File: src/err_mon_defs.svh
// Offsets, field positions, reset values and widths for the link error monitor.
// Assumes inclusion by bare name from files that need the register map.
`ifndef ERR_MON_DEFS_SVH
`define ERR_MON_DEFS_SVH

// Register byte offsets on the AHB-Lite bus
`define OFS_LINK_SEL      12'h000
`define OFS_FLAGS         12'h004
`define OFS_HDR_COUNT     12'h008
`define OFS_STREAM_COUNT  12'h00c
`define OFS_IRQ_STATUS    12'h010
`define OFS_IRQ_ENABLE    12'h014
`define OFS_IRQ_CLEAR     12'h018

// Flag register field positions
`define FLD_LINKTEST_COR  0
`define FLD_HEARTBEAT_COR 1
`define FLD_TRIG_UNC      2
`define FLD_TRIG_ACK_UNC  3
`define FLD_STREAM_UNC    4
`define FLD_CTRL_ACK_UNC  5

// Interrupt status positions
`define IRQ_FLAG_SET      0
`define IRQ_HDR_OVF       1
`define IRQ_FIX_WRAP      2
`define IRQ_BITS          3

// Counter widths and reset values
`define CNT_BITS          12
`define CNT_RESET         12'h000
`define SEL_RESET         2'h0

`endif

File: src/err_mon_pkg.sv
// Types shared by the link error monitor.
// Assumes no other package.
package err_mon_pkg;

    // Bus slave state, one-hot
    typedef enum logic [1:0] {
        BUS_IDLE  = 2'b01,
        BUS_WRITE = 2'b10
    } bus_state_type;

    // Flags of one link
    typedef logic [5:0] flag_vec_type;

endpackage

File: src/sat_counter.sv
// Counter with overflow sticky bit, one per statistic.
// Assumes a single clock and an asynchronous active-low reset.
`timescale 1ns/1ps
`default_nettype none
`include "err_mon_defs.svh"

module sat_counter #(
    parameter int WIDTH = `CNT_BITS
) (
    input  wire logic             hclk,
    input  wire logic             hresetn,
    input  wire logic             inc,
    output logic [WIDTH-1:0]      count,
    output logic                  overflow,
    output logic                  wrap
);

    // Wrap pulse when the count passes its maximum
    assign wrap = inc && (count == {WIDTH{1'b1}});

    // Count up, wrapping round, until reset
    always_ff @(posedge hclk or negedge hresetn) begin
        if (!hresetn) begin
            count <= '0;
        end else if (inc) begin
            count <= count + 1'b1;
        end
    end

    // Overflow stays set once the count wraps
    always_ff @(posedge hclk or negedge hresetn) begin
        if (!hresetn) begin
            overflow <= 1'b0;
        end else if (wrap) begin
            overflow <= 1'b1;
        end
    end

endmodule
`default_nettype wire

File: src/err_mon.sv
// Packet error statistics for four receive links, read over AHB-Lite.
// Assumes one clock, error pulses synchronous to it, a single AHB-Lite master.
`timescale 1ns/1ps
`default_nettype none
`include "err_mon_defs.svh"

module err_mon
    import err_mon_pkg::*;
#(
    parameter int LINKS = 4,
    parameter int SELW  = 2
) (
    input  wire logic             hclk,
    input  wire logic             hresetn,
    // AHB-Lite slave
    input  wire logic             hsel,
    input  wire logic [11:0]      haddr,
    input  wire logic [1:0]       htrans,
    input  wire logic             hwrite,
    input  wire logic [2:0]       hsize,
    input  wire logic             hready,
    input  wire logic [31:0]      hwdata,
    output logic [31:0]           hrdata,
    output logic                  hreadyout,
    output logic                  hresp,
    // Error event pulses, one bit per link; the stream byte fix is one bit for all links
    input  wire logic [LINKS-1:0] linktest_fixed,
    input  wire logic [LINKS-1:0] heartbeat_fixed,
    input  wire logic [LINKS-1:0] hdr_trl_uncorrectable,
    input  wire logic [LINKS-1:0] trig_uncorrectable,
    input  wire logic [LINKS-1:0] trig_ack_uncorrectable,
    input  wire logic [LINKS-1:0] stream_uncorrectable,
    input  wire logic [LINKS-1:0] ctrl_ack_uncorrectable,
    input  wire logic             stream_byte_fixed,
    // Interrupt
    output logic                  irq
);

    // Register map, one aligned 32-bit word each
    //
    // Link selector at offset 0x000
    //   Bits 1:0 pick the link for all per-link reads
    //   Read back as written, upper bits read 0
    //   Resets to link 0
    //
    // Flags of the selected link at offset 0x004
    //   Bit 0: link test packet error corrected
    //   Bit 1: heartbeat packet error corrected
    //   Bit 2: trigger packet error not corrected
    //   Bit 3: trigger ack packet error not corrected
    //   Bit 4: stream packet error not corrected
    //   Bit 5: control ack packet error not corrected
    //   Bits 31:6 read 0
    //   Read-only; writes are dropped
    //
    // Header/trailer count of the selected link at 0x008
    //   Bits 11:0: uncorrected error count
    //   Bit 12: overflow, set once the count wraps
    //   Bits 31:13 read 0
    //   Read-only; writes are dropped
    //
    // Stream single-byte fix count at offset 0x00c
    //   Bits 11:0: count, shared by all links
    //   Wraps to 0 after 4095, no readable overflow
    //   Read-only; writes are dropped
    //
    // Interrupt status at offset 0x010
    //   Bit 0: any flag event on any link
    //   Bit 1: any header/trailer counter wrapped
    //   Bit 2: stream fix counter wrapped
    //   Sticky; cleared only through the clear word
    //   Writes to this word are dropped
    //
    // Interrupt enable at offset 0x014
    //   Same layout as the status word
    //   Read and write
    //
    // Interrupt clear at offset 0x018
    //   Write one to clear the matching status bit
    //   Reads 0
    //
    // Every other offset reads 0 and ignores writes

    // Bus timing
    //
    // No wait states; ready out is tied high
    // Response is always OKAY
    // Address phase taken when selected, ready and active
    // Read data is captured at the address phase edge
    // The master then takes it at the next edge
    // Read data holds until the next read is taken
    // Write address is latched at the address phase
    // Write data is applied at the data phase edge
    // A read right after a write sees the old value
    // because the mux is sampled at the edge that writes the register
    // Back-to-back writes keep the data-phase state
    // Transfer size is ignored; words only

    // Event inputs
    //
    // Each input is a one-cycle pulse per link, except the shared stream byte fix
    // A pulse sets its flag at the next edge
    // Pulses may come back to back
    // Each high cycle counts once
    // Flags and counts hold until reset
    // Reading never clears a flag or a count
    // so software may poll without losing history

    // Counters
    //
    // Header/trailer counters are one per link
    // Each is 12 bits with a sticky overflow bit
    // The overflow bit makes the value 13 bits wide
    // After a wrap the low bits count on from 0
    // Software cannot tell how many wraps occurred
    // The stream fix counter is shared by all links
    // because the fix events are not per link

    // Interrupt behaviour
    //
    // Status bits collect events from all links
    // An event in the cycle of a clear wins
    // so no event is lost to a racing clear
    // The interrupt is a level, not a pulse
    // It stays high while an enabled bit is set
    // Masking a bit hides it but keeps its status
    // Enabling a set bit raises the line at once

    // Reset
    //
    // Asynchronous, active low
    // All flags, counts and status clear
    // Enable and selector clear
    // Read data clears to 0
    // The first transfer may start at the first edge
    // after release

    // Hazards
    //
    // The selector chooses the link at read time
    // A selector write and a read must not overlap
    // in one data phase, or the old link is read
    // The selector is only two bits wide
    // so higher written bits are ignored
    // Event pulses are assumed synchronous here
    // Asynchronous sources need synchronisers outside

    // Storage
    //
    flag_vec_type                 flags_r [LINKS];       // Sticky flags per link
    logic [`CNT_BITS-1:0]         hdr_count [LINKS];     // Header/trailer counts
    logic [LINKS-1:0]             hdr_ovf;               // Overflow bits
    logic [LINKS-1:0]             hdr_wrap;              // Overflow pulses
    logic [`CNT_BITS-1:0]         fix_count;             // Stream fix count
    logic                         fix_ovf;               // Stream fix overflow
    logic                         fix_wrap;              // Stream fix wrap pulse
    logic [SELW-1:0]              link_index_select_r;   // Link selector
    logic [`IRQ_BITS-1:0]         irq_status_r;          // Sticky event bits
    logic [`IRQ_BITS-1:0]         irq_enable_r;          // Interrupt mask
    logic [`IRQ_BITS-1:0]         irq_event;             // Events this cycle
    bus_state_type                bus_state_r;           // Data-phase state
    logic [11:0]                  waddr_r;               // Latched write address
    logic                         take;                  // Address phase accepted
    logic [31:0]                  rdata_nxt;             // Read mux
    logic                         any_flag_set;          // Any new flag event

    // Per-link flag setting; flags never clear except by reset
    generate
        for (genvar i = 0; i < LINKS; i++) begin : g_link
            always_ff @(posedge hclk or negedge hresetn) begin
                if (!hresetn) begin
                    flags_r[i] <= '0;
                end else begin
                    // Each flag is sticky until reset
                    if (linktest_fixed[i])         flags_r[i][`FLD_LINKTEST_COR]  <= 1'b1;
                    if (heartbeat_fixed[i])        flags_r[i][`FLD_HEARTBEAT_COR] <= 1'b1;
                    if (trig_uncorrectable[i])     flags_r[i][`FLD_TRIG_UNC]      <= 1'b1;
                    if (trig_ack_uncorrectable[i]) flags_r[i][`FLD_TRIG_ACK_UNC]  <= 1'b1;
                    if (stream_uncorrectable[i])   flags_r[i][`FLD_STREAM_UNC]    <= 1'b1;
                    if (ctrl_ack_uncorrectable[i]) flags_r[i][`FLD_CTRL_ACK_UNC]  <= 1'b1;
                end
            end

            // Uncorrected header/trailer counter with overflow bit
            sat_counter #(
                .WIDTH    (`CNT_BITS)
            ) u_hdr_cnt (
                .hclk     (hclk),
                .hresetn  (hresetn),
                .inc      (hdr_trl_uncorrectable[i]),
                .count    (hdr_count[i]),
                .overflow (hdr_ovf[i]),
                .wrap     (hdr_wrap[i])
            );
        end
    endgenerate

    // Single-byte fix counter for stream packets, shared by all links
    sat_counter #(
        .WIDTH    (`CNT_BITS)
    ) u_fix_cnt (
        .hclk     (hclk),
        .hresetn  (hresetn),
        .inc      (stream_byte_fixed),
        .count    (fix_count),
        .overflow (fix_ovf),
        .wrap     (fix_wrap)
    );

    // Events that raise interrupt status
    assign any_flag_set = |{linktest_fixed, heartbeat_fixed, trig_uncorrectable,
                            trig_ack_uncorrectable, stream_uncorrectable, ctrl_ack_uncorrectable};
    always_comb begin
        irq_event                = '0;
        irq_event[`IRQ_FLAG_SET] = any_flag_set;
        irq_event[`IRQ_HDR_OVF]  = |hdr_wrap;
        irq_event[`IRQ_FIX_WRAP] = fix_wrap;
    end

    // Bus address phase accepted
    assign take = hsel && hready && htrans[1];

    // Data-phase tracking: writes land one cycle after their address phase
    always_ff @(posedge hclk or negedge hresetn) begin
        if (!hresetn) begin
            bus_state_r <= BUS_IDLE;
            waddr_r     <= 12'h000;
        end else begin
            case (bus_state_r)
                BUS_IDLE: begin
                    if (take && hwrite) begin
                        bus_state_r <= BUS_WRITE;
                        waddr_r     <= haddr;
                    end
                end
                BUS_WRITE: begin
                    // Back-to-back write keeps the state
                    if (take && hwrite) begin
                        waddr_r <= haddr;
                    end else begin
                        bus_state_r <= BUS_IDLE;
                    end
                end
                default: begin
                    bus_state_r <= BUS_IDLE;
                end
            endcase
        end
    end

    // Link selector register
    always_ff @(posedge hclk or negedge hresetn) begin
        if (!hresetn) begin
            link_index_select_r <= `SEL_RESET;
        end else if (bus_state_r == BUS_WRITE && waddr_r == `OFS_LINK_SEL) begin
            link_index_select_r <= hwdata[SELW-1:0];
        end
    end

    // Interrupt enable register
    always_ff @(posedge hclk or negedge hresetn) begin
        if (!hresetn) begin
            irq_enable_r <= '0;
        end else if (bus_state_r == BUS_WRITE && waddr_r == `OFS_IRQ_ENABLE) begin
            irq_enable_r <= hwdata[`IRQ_BITS-1:0];
        end
    end

    // Sticky interrupt status; a new event wins over a clear
    always_ff @(posedge hclk or negedge hresetn) begin
        if (!hresetn) begin
            irq_status_r <= '0;
        end else if (bus_state_r == BUS_WRITE && waddr_r == `OFS_IRQ_CLEAR) begin
            irq_status_r <= (irq_status_r & ~hwdata[`IRQ_BITS-1:0]) | irq_event;
        end else begin
            irq_status_r <= irq_status_r | irq_event;
        end
    end

    // Level interrupt while any enabled bit is set
    assign irq = |(irq_status_r & irq_enable_r);

    // Read multiplexer; selected link chooses per-link values
    always_comb begin
        rdata_nxt = 32'h0000_0000;
        case (haddr)
            `OFS_LINK_SEL:     rdata_nxt[SELW-1:0] = link_index_select_r;
            `OFS_FLAGS:        rdata_nxt[5:0] = flags_r[link_index_select_r];
            `OFS_HDR_COUNT: begin
                rdata_nxt[`CNT_BITS-1:0] = hdr_count[link_index_select_r];
                rdata_nxt[`CNT_BITS]     = hdr_ovf[link_index_select_r];
            end
            `OFS_STREAM_COUNT: rdata_nxt[`CNT_BITS-1:0] = fix_count;
            `OFS_IRQ_STATUS:   rdata_nxt[`IRQ_BITS-1:0] = irq_status_r;
            `OFS_IRQ_ENABLE:   rdata_nxt[`IRQ_BITS-1:0] = irq_enable_r;
            default:           rdata_nxt = 32'h0000_0000;
        endcase
    end

    // Read data registered at the address phase, valid in the data phase
    always_ff @(posedge hclk or negedge hresetn) begin
        if (!hresetn) begin
            hrdata <= 32'h0000_0000;
        end else if (take && !hwrite) begin
            hrdata <= rdata_nxt;
        end
    end

    // Zero wait states, always OKAY
    assign hreadyout = 1'b1;
    assign hresp     = 1'b0;

endmodule
`default_nettype wire

File: config.mk
export PLATFORM = sky130hd
export DESIGN_NAME = err_mon
export DESIGN_NICKNAME = d
export VERILOG_FILES = /design/src/err_mon_pkg.sv /design/src/sat_counter.sv /design/src/err_mon.sv
export VERILOG_INCLUDE_DIRS = /design/src
export SDC_FILE = /design/constraint.sdc
export NUM_CORES = 1
export LEC_CHECK = 0
export BUFFER_PORTS_ARGS = -buffer_cell sky130_fd_sc_hd__buf_4
export CAP_MARGIN = 40
export CORE_ASPECT_RATIO = 1.1
export CORE_MARGIN = 10
export CORE_UTILIZATION = 60
export CTS_BUF_LIST = sky130_fd_sc_hd__clkbuf_4 sky130_fd_sc_hd__clkbuf_8
export DETAILED_ROUTE_END_ITERATION = 7
export MAX_ROUTING_LAYER = met4
export PLACE_DENSITY = 0.89
export SETUP_SLACK_MARGIN = 0.05
export SYNTH_ARGS = -nofsm -noshare
export SYNTH_HDL_FRONTEND = slang
export SYNTH_SLANG_ARGS = --single-unit
File: constraint.sdc
create_clock -name hclk -period 4.63 [get_ports hclk]
set_clock_uncertainty 0.1 [all_clocks]
set_input_delay 0.2315 -clock hclk [delete_from_list [all_inputs] [get_ports hclk]]
set_output_delay 0.2315 -clock hclk [all_outputs]
set_load 0.02 [all_outputs]
==> results.json, run 1 <==
{
  "outcome": "finished, final reports clean",
  "groute.usage.overall_pct": 25.1,
  "via_per_inst": 6.21,
  "ant_nets": 0,
  "synth_enable_flop_cells": 0,
  "std_cell_rows": 37,
  "path_cells": "inv_1, ha_1, nor4b_2, nand3_1, nor3_1, mux2_2",
  "worst_ir_drop_vdd_mv": 0.298,
  "synth-main-ff-cell": "dfrtp_1",
  "start_util_pct": 62.2,
  "path_class": "flip-flop to flip-flop",
  "grt_remaining_overflow": 0,
  "setup_viol": 0,
  "hold_violations": 0,
  "post-cts-setup-buffers": 0,
  "crit_start": "bus_state_r[0]",
  "fmax_mhz": 435,
  "antenna_found_initial": 0,
  "yosysSeqAreaShare_pct": 52.5,
  "routedWlPerCell_um": 22.8,
  "nets": 695,
  "hold_path_class": "input pin to flip-flop",
  "cts_tree": "built",
  "worstMarginPinSlew_ns": 0.646,
  "start_kind": "flip-flop",
  "wl_um": 16800,
  "fp.dieH_um": 124,
  "maxCapViolCount": 0,
  "drt_iter0_markers": 366,
  "pre_cts_ws_ns": 2.56,
  "cts_root_buffer": "clkbuf_8",
  "synth_top_area_share_pct": 52.0,
  "ys_warn_count": 0,
  "reg2reg_from": "bus_state_r[0]",
  "finalPower_uw": 3410,
  "core_area_um2": 9440,
  "fin_crit_ns": 2.30,
  "die_w_um": 114,
  "numCtsBuffers": 17,
  "hold_start": "haddr[3]",
  "num_vias": 4569,
  "path_clk_slew_ns": 0.08,
  "yosys-top-cells-area": "dfrtp_1 52%, mux4_2 6.9%, xnor2_1 5.4%",
  "power.leakage_uw": 0.00324,
  "synth-async-reset-ratio_pct": 100,
  "cts_buffer_depth": 2,
  "cp_slowest_cell": "nor3_1",
  "final_max_slew_viol_count": 0,
  "synth_cells": 487,
  "pwr_density_cell_nw_per_um2": 465,
  "grt_max_degree": 58,
  "maxSlewHeadroom_pct": 56.6,
  "end_kind": "flip-flop",
  "cts_resized": 0,
  "ys_ff_latch": 123,
  "io_buffers": 63,
  "drtPass1Iterations": 7,
  "cts_sinks": 123,
  "fillers": 502,
  "grt_first_pass_wirelength_um": 26400,
  "period_share_pct": 49.7,
  "critPathMaxStageDelay_ns": 0.46,
  "cp.required_ns": 4.87,
  "layout_setup_ws_ns": 2.33,
  "synth_top_cell_by_area": "dfrtp_1",
  "insertion_delay_ns": 0.47,
  "cp_max_fo": 3,
  "critPathArrivalTime_ns": 2.54,
  "area_delta_synth_final_pct": 25.2,
  "grt_pass1_vias": 4816,
  "avgSynthCellArea_um2": 12.1,
  "synth_area_um2": 5870,
  "setup_tns_ns": 0,
  "hpwl_um": 9890,
  "drc": 0,
  "die_area_um2": 14100,
  "rsz0062_at_grt": "false",
  "ios": 118,
  "place.gp.congestion": 0.954,
  "layout-drive-gt1-share_pct": 28.2,
  "htreeDepth": 4,
  "synth_cell_type_count": 52
}
==> cell families after synthesis <==
kind of cell	count (synthesis)	synth area share [%]
flip-flops	123	52.5
AO/OA/AOI/OAI	30	3.99
multiplexers	48	12.6
adder cells (fa/ha/maj)	7	1.49
AND/OR/NAND/NOR	182	17.1
other	2	0.128
XOR/XNOR	55	8.21
buffers and inverters	40	4.05
==> stage by stage <==
stage                     hold WS, ns  cell area (um^2)  cells  util, %
after floorplan                -0.164              5940    506        -
after global placement          0.304              6360    654     67.4
final                          0.0945              7350    736     77.8
after CTS                      0.0634              7350    735     77.8
after detailed placement       0.0251              6430    658     68.1
after global routing           0.0992              7350    735     77.8
==> what timing repair did <==
item | CTS | global route
endpoints found under the setup margin | 0 | 0
hold buffers | 45 | 0
hold endpoints to repair | 129 | 0
==> layout by cell type (no fill, tap or decap), types with 5 or more instances in the layout <==
master,instances
mux2i_1,8
nand4_1,22
nand2_1,35
conb_1,21
clkbuf_8,18
and3_1,11
nor3_1,7
and4_1,6
xnor2_1,36
or2_2,27
inv_1,6
nor4_1,6
xor2_1,19
dfrtp_1,122
nand3_1,13
mux4_2,18
dlygate4sd3_1,45
a221oi_1,6
bufinv_16,5
buf_4,67
nor2_1,34
ha_1,7
clkinvlp_4,5
mux2_2,20
a21oi_1,7
==> worst max-delay path, delay by kind of cell (launching register included) <==
kind | cells | cell delay, ns
muxes | 1 | 0.41
buffers and inverters | 1 | 0.06
DFF | 1 | 0.38
and+or+nand+nor | 3 | 1.02
adders and majority gates | 1 | 0.21
==> sequential cells by signal, indices dropped and copies added (netlist names) <==
name                       count
u_fix_cnt.count               12
bus_state_r                    2
irq_enable_r                   3
waddr_r                       12
irq_status_r                   3
g_link.u_hdr_cnt.overflow      4
link_index_select_r            2
g_link.u_hdr_cnt.count        48
hrdata                        13
flags_r                       24
==> Yosys cell counts, types with 3 or more instances <==
cell type and n:
clkbuf_1 7, ha_1 7, dfrtp_1 122, nor2_1 34, inv_1 6, and3_1 11, buf_2 4, mux4_2 18
or2_2 27, xor2_1 19, nor4_1 6, a2bb2oi_1 3, nor2b_1 3, nand4_1 22, buf_4 22, a21oi_1 7
nand2_1 35, xnor2_1 36, nor3b_1 3, a221oi_1 6, and4_1 6, and3b_1 3, mux2i_1 8, mux2_2 20
nand3_1 13, nor3_1 7
==> layout make-up <==
| class | count | area [um^2] | share of cell area [%] |
|---|---|---|---|
| repair buffers | 114 | 1010 | 13.7 |
| diodes | 1 | 2.50 | 0.0340 |
| multi-input cells | 343 | 2630 | 35.7 |
| clock inverters | 14 | 219 | 2.98 |
| flip-flops and latches | 123 | 3080 | 41.9 |
| clock buffers | 18 | 248 | 3.37 |
| inverters | 6 | 22.5 | 0.306 |
| well taps | 117 | 146 | 1.99 |
==> where the power goes <==
part | internal [uW] | switching, uW | leakage (uW)
clock network | 656 | 467 | 0.000218
registers | 1300 | 293 | 0.00147
logic | 372 | 328 | 0.00155
==> path summary, 6_finish.rpt <==
path                                                      to  slack [ns]  cells past startpoint
worst max-delay path                         irq_enable_r[1]        2.33                      6
worst min-delay path                              waddr_r[3]        0.09                      2
worst max register to register               irq_enable_r[1]        2.33                      6
worst min register to register                    flags_r[5]        0.37                      1
max in group asynchronous       g_link[3].u_hdr_cnt.count[7]        3.38                      3
min in group asynchronous                         flags_r[8]        0.10                      2
==> layer usage <==
metal  vias to the layer above  track usage (%)  wire length (um)
met2                       280             41.8              8700
met3                        85             7.12              1270
met4                         0             14.5               801
li1                       1936                -                 -
met1                      2268             26.2              6050
met5                         -                -                 0
No activity file was read; power rests on OpenSTA's default activity.
==> inputs of run 2 (changes only) <==
--- a/config.mk
+++ b/config.mk
@@ -6,15 +6,16 @@
 export SDC_FILE = /design/constraint.sdc
 export NUM_CORES = 1
 export LEC_CHECK = 0
+export ABC_AREA = 1
 export BUFFER_PORTS_ARGS = -buffer_cell sky130_fd_sc_hd__buf_4
 export CAP_MARGIN = 40
 export CORE_ASPECT_RATIO = 1.1
 export CORE_MARGIN = 10
-export CORE_UTILIZATION = 60
+export CORE_UTILIZATION = 52
 export CTS_BUF_LIST = sky130_fd_sc_hd__clkbuf_4 sky130_fd_sc_hd__clkbuf_8
 export DETAILED_ROUTE_END_ITERATION = 7
 export MAX_ROUTING_LAYER = met4
-export PLACE_DENSITY = 0.89
+export PLACE_DENSITY = 0.81
 export SETUP_SLACK_MARGIN = 0.05
 export SYNTH_ARGS = -nofsm -noshare
 export SYNTH_HDL_FRONTEND = slang
==> constraint.sdc (replaced) <==
create_clock -name hclk -period 1.9 [get_ports hclk]
set_clock_uncertainty 0.1 [all_clocks]
set_input_delay 0.095 -clock hclk [delete_from_list [all_inputs] [get_ports hclk]]
set_output_delay 0.095 -clock hclk [all_outputs]
set_load 0.02 [all_outputs]
==> run 2 against run 1 <==
Synthesized cell count is 63% higher; critical path depth up 3; first-iteration DRC count increased by 11%; largest cell class unchanged; largest power group unchanged; highest routed layer unchanged.
==> results.json, run 2 <==
{
  "insertion_delay_ns": 0.44,
  "placedCellCount": 1002,
  "ios": 118,
  "synthTopCellsByCount": "162 x nand2_1, 127 x inv_1, 122 x dfrtp_1, 65 x nor2_1, 56 x nand3_1",
  "top_register": "g_link.u_hdr_cnt.count",
  "synth_top_cell_by_area": "dfrtp_1",
  "yosys.area_share.simple_pct": 24.5,
  "synth_cells": 796,
  "synth_compound_area_share_pct": 7.43,
  "grt_pass1_vias": 5586,
  "fin_cells": 1083,
  "pwr_density_cell_nw_per_um2": 1090,
  "synth_fa_ha_area_share_pct": 1.35,
  "yosys-top-cells-area": "dfrtp_1 47%, nand2_1 9.4%, inv_1 7.4%",
  "place.gp.congestion": 0.893,
  "power.leakage_uw": 0.00411,
  "numCtsBuffers": 17,
  "hold_violations": 0,
  "final_cell_mix": "162 x nand2_1, 127 x inv_1, 121 x dfrtp_1",
  "start_util_pct": 53.4,
  "drtPass1Iterations": 5,
  "period_share_pct": 94.2,
  "wl_um": 16200,
  "worstMarginPinSlew_ns": 0.572,
  "yosysMostFrequentCell": "nand2_1",
  "outcome": "finished, final reports clean",
  "end_kind": "flip-flop",
  "fin_crit_ns": 1.79,
  "start_kind": "input pin",
  "met2WireLength_um": 8080,
  "critPathArrivalTime_ns": 2.05,
  "largest_reg_flops": 48,
  "synth_enable_flop_cells": 0,
  "fp.dieH_um": 137,
  "groute.usage.overall_pct": 19.8,
  "grt_max_degree": 55,
  "die_area_um2": 17300,
  "synth_cell_type_count": 37,
  "core_area_um2": 12100,
  "num_vias": 5490,
  "routedWlPerCell_um": 15.0,
  "synth.area.mux_share_pct": 0.347,
  "drc": 0,
  "cts_sinks": 123,
  "std_cell_rows": 42,
  "yosysSeqAreaShare_pct": 47.5,
  "path_clk_slew_ns": 0.07,
  "layout_commonest_cell": "nand2_1",
  "cts_buffer_depth": 2,
  "synth_top_area_share_pct": 47.1,
  "synth_top_family_by_area": "simple AND/OR/NAND/NOR gates",
  "synth-main-ff-cell": "dfrtp_1",
  "fmax_mhz": 559,
  "synth-async-reset-ratio_pct": 100,
  "fillers": 956,
  "avgSynthCellArea_um2": 8.15,
  "wl_met3_um": 811,
  "utilization_pct": 66.0,
  "finalPower_uw": 8710,
  "cp_max_fo": 17,
  "synth_area_um2": 6480,
  "via_per_inst": 5.07,
  "grt_remaining_overflow": 0,
  "synth-xor-area-share_pct": 6.75,
  "maxCapViolCount": 0,
  "cp.required_ns": 2.16,
  "dr.max_layer_used": "met4",
  "area_delta_synth_final_pct": 23.5,
  "setup_tns_ns": 0,
  "setup_viol": 0,
  "r2r_cells": 6,
  "m1WireLength_um": 6700,
  "ant_nets": 0,
  "post-cts-setup-buffers": 0,
  "ys_ff_latch": 123,
  "cts_tree": "built",
  "rsz0062_at_grt": "false",
  "maxSlewHeadroom_pct": 61.5,
  "nets": 1004,
  "path_class": "input pin to flip-flop",
  "cts_root_buffer": "clkbuf_8",
  "grt_first_pass_wirelength_um": 26900,
  "antenna_found_initial": 2,
  "layout-drive-gt1-share_pct": 15.6,
  "hold_path_class": "input pin to asynchronous set/reset pin",
  "htreeDepth": 4,
  "worst_ir_drop_vdd_mv": 0.600,
  "ys_warn_count": 0,
  "hpwl_um": 11100,
  "top_regs": "g_link.u_hdr_cnt.count (48), flags_r (24), hrdata (13)",
  "drt_iter0_markers": 406,
  "die_w_um": 126,
  "io_buffers": 63,
  "final_max_slew_viol_count": 0
}
==> run 2: changes by cell type after synthesis, sizes merged, moves of 23 or more <==
cell / previous run / this run
nor2: 34 / 77
nand3: 13 / 57
xor2: 19 / 42
o21ai: 0 / 51
xnor2: 36 / 8
inv: 6 / 130
nand2: 35 / 166
==> run 2: worst paths after layout <==
kind | startpoint | to | slack (ns)
max | haddr[9] | hrdata[6] | 0.11
min | hresetn | g_link[0].u_hdr_cnt.count[0] | 0.07
max reg2reg | bus_state_r[0] | waddr_r[2] | 0.20
min reg2reg | flags_r[7] | flags_r[7] | 0.34
max in group asynchronous | hresetn | bus_state_r[0] | 0.93
min in group hclk | hready | hrdata[0] | 0.08
==> run 2: repair_timing <==
item | CTS | global route
hold endpoints to repair | 201 | 0
gates resized for setup | 0 | 1
hold buffers | 47 | 0
setup endpoints to repair | 0 | 2
==> run 2: stage by stage <==
stage | cell area [um^2] | setup slack [ns] | hold WS (ns)
5_1_grt | 8010 | 0.0543 | 0.109
3_3_place_gp | 7060 | 0.207 | -0.00289
3_5_place_dp | 7060 | 0.193 | 0.00114
2_1_floorplan | 6560 | 0.306 | -0.301
6_report | 8010 | 0.110 | 0.0699
4_1_cts | 8000 | 0.166 | 0.0628
==> run 2: kinds of logic after synthesis <==
kind of cell | count (synthesis)
fa+ha+maj | 7
compound gates | 91
buf+inv | 172
other cells | 2
xor+xnor | 50
mux | 2
simple gates | 349
flops | 123
==> run 2: area by class of cell <==
cell class              count  area, um^2  share of cell area, %
clock buffers              25         313                   3.91
repair buffers            122        1070                   13.4
diodes                      2        5.00                 0.0625
inverters                 130         488                   6.09
clock inverters             7         160                   2.00
flip-flops and latches    123        3080                   38.5
multi-input cells         520        2700                   33.7
well taps                 154         193                   2.41
==> run 2: report_power, final <==
| part | switching (uW) | total (uW) | internal (uW) |
|---|---|---|---|
| Combinational | 1260 | 2120 | 856 |
| Sequential | 592 | 3860 | 3270 |
| Clock | 995 | 2730 | 1740 |
==> run 2: layer usage <==
metal,up-vias,track usage (%)
li1,2679,-
met1,2575,22.0
met2,181,32.6
met3,55,4.18
met4,0,11.1
met5,-,-
==> run 2: critical path: stages <==
cell and delay [ns]:
dlygate4sd3_1 0.53, buf_4 0.14, nor2_1 0.19, nand2_2 0.17, nor2_8 0.26, nand2_2 0.17, a21oi_1 0.28, nor2_1 0.09
a21oi_1 0.13
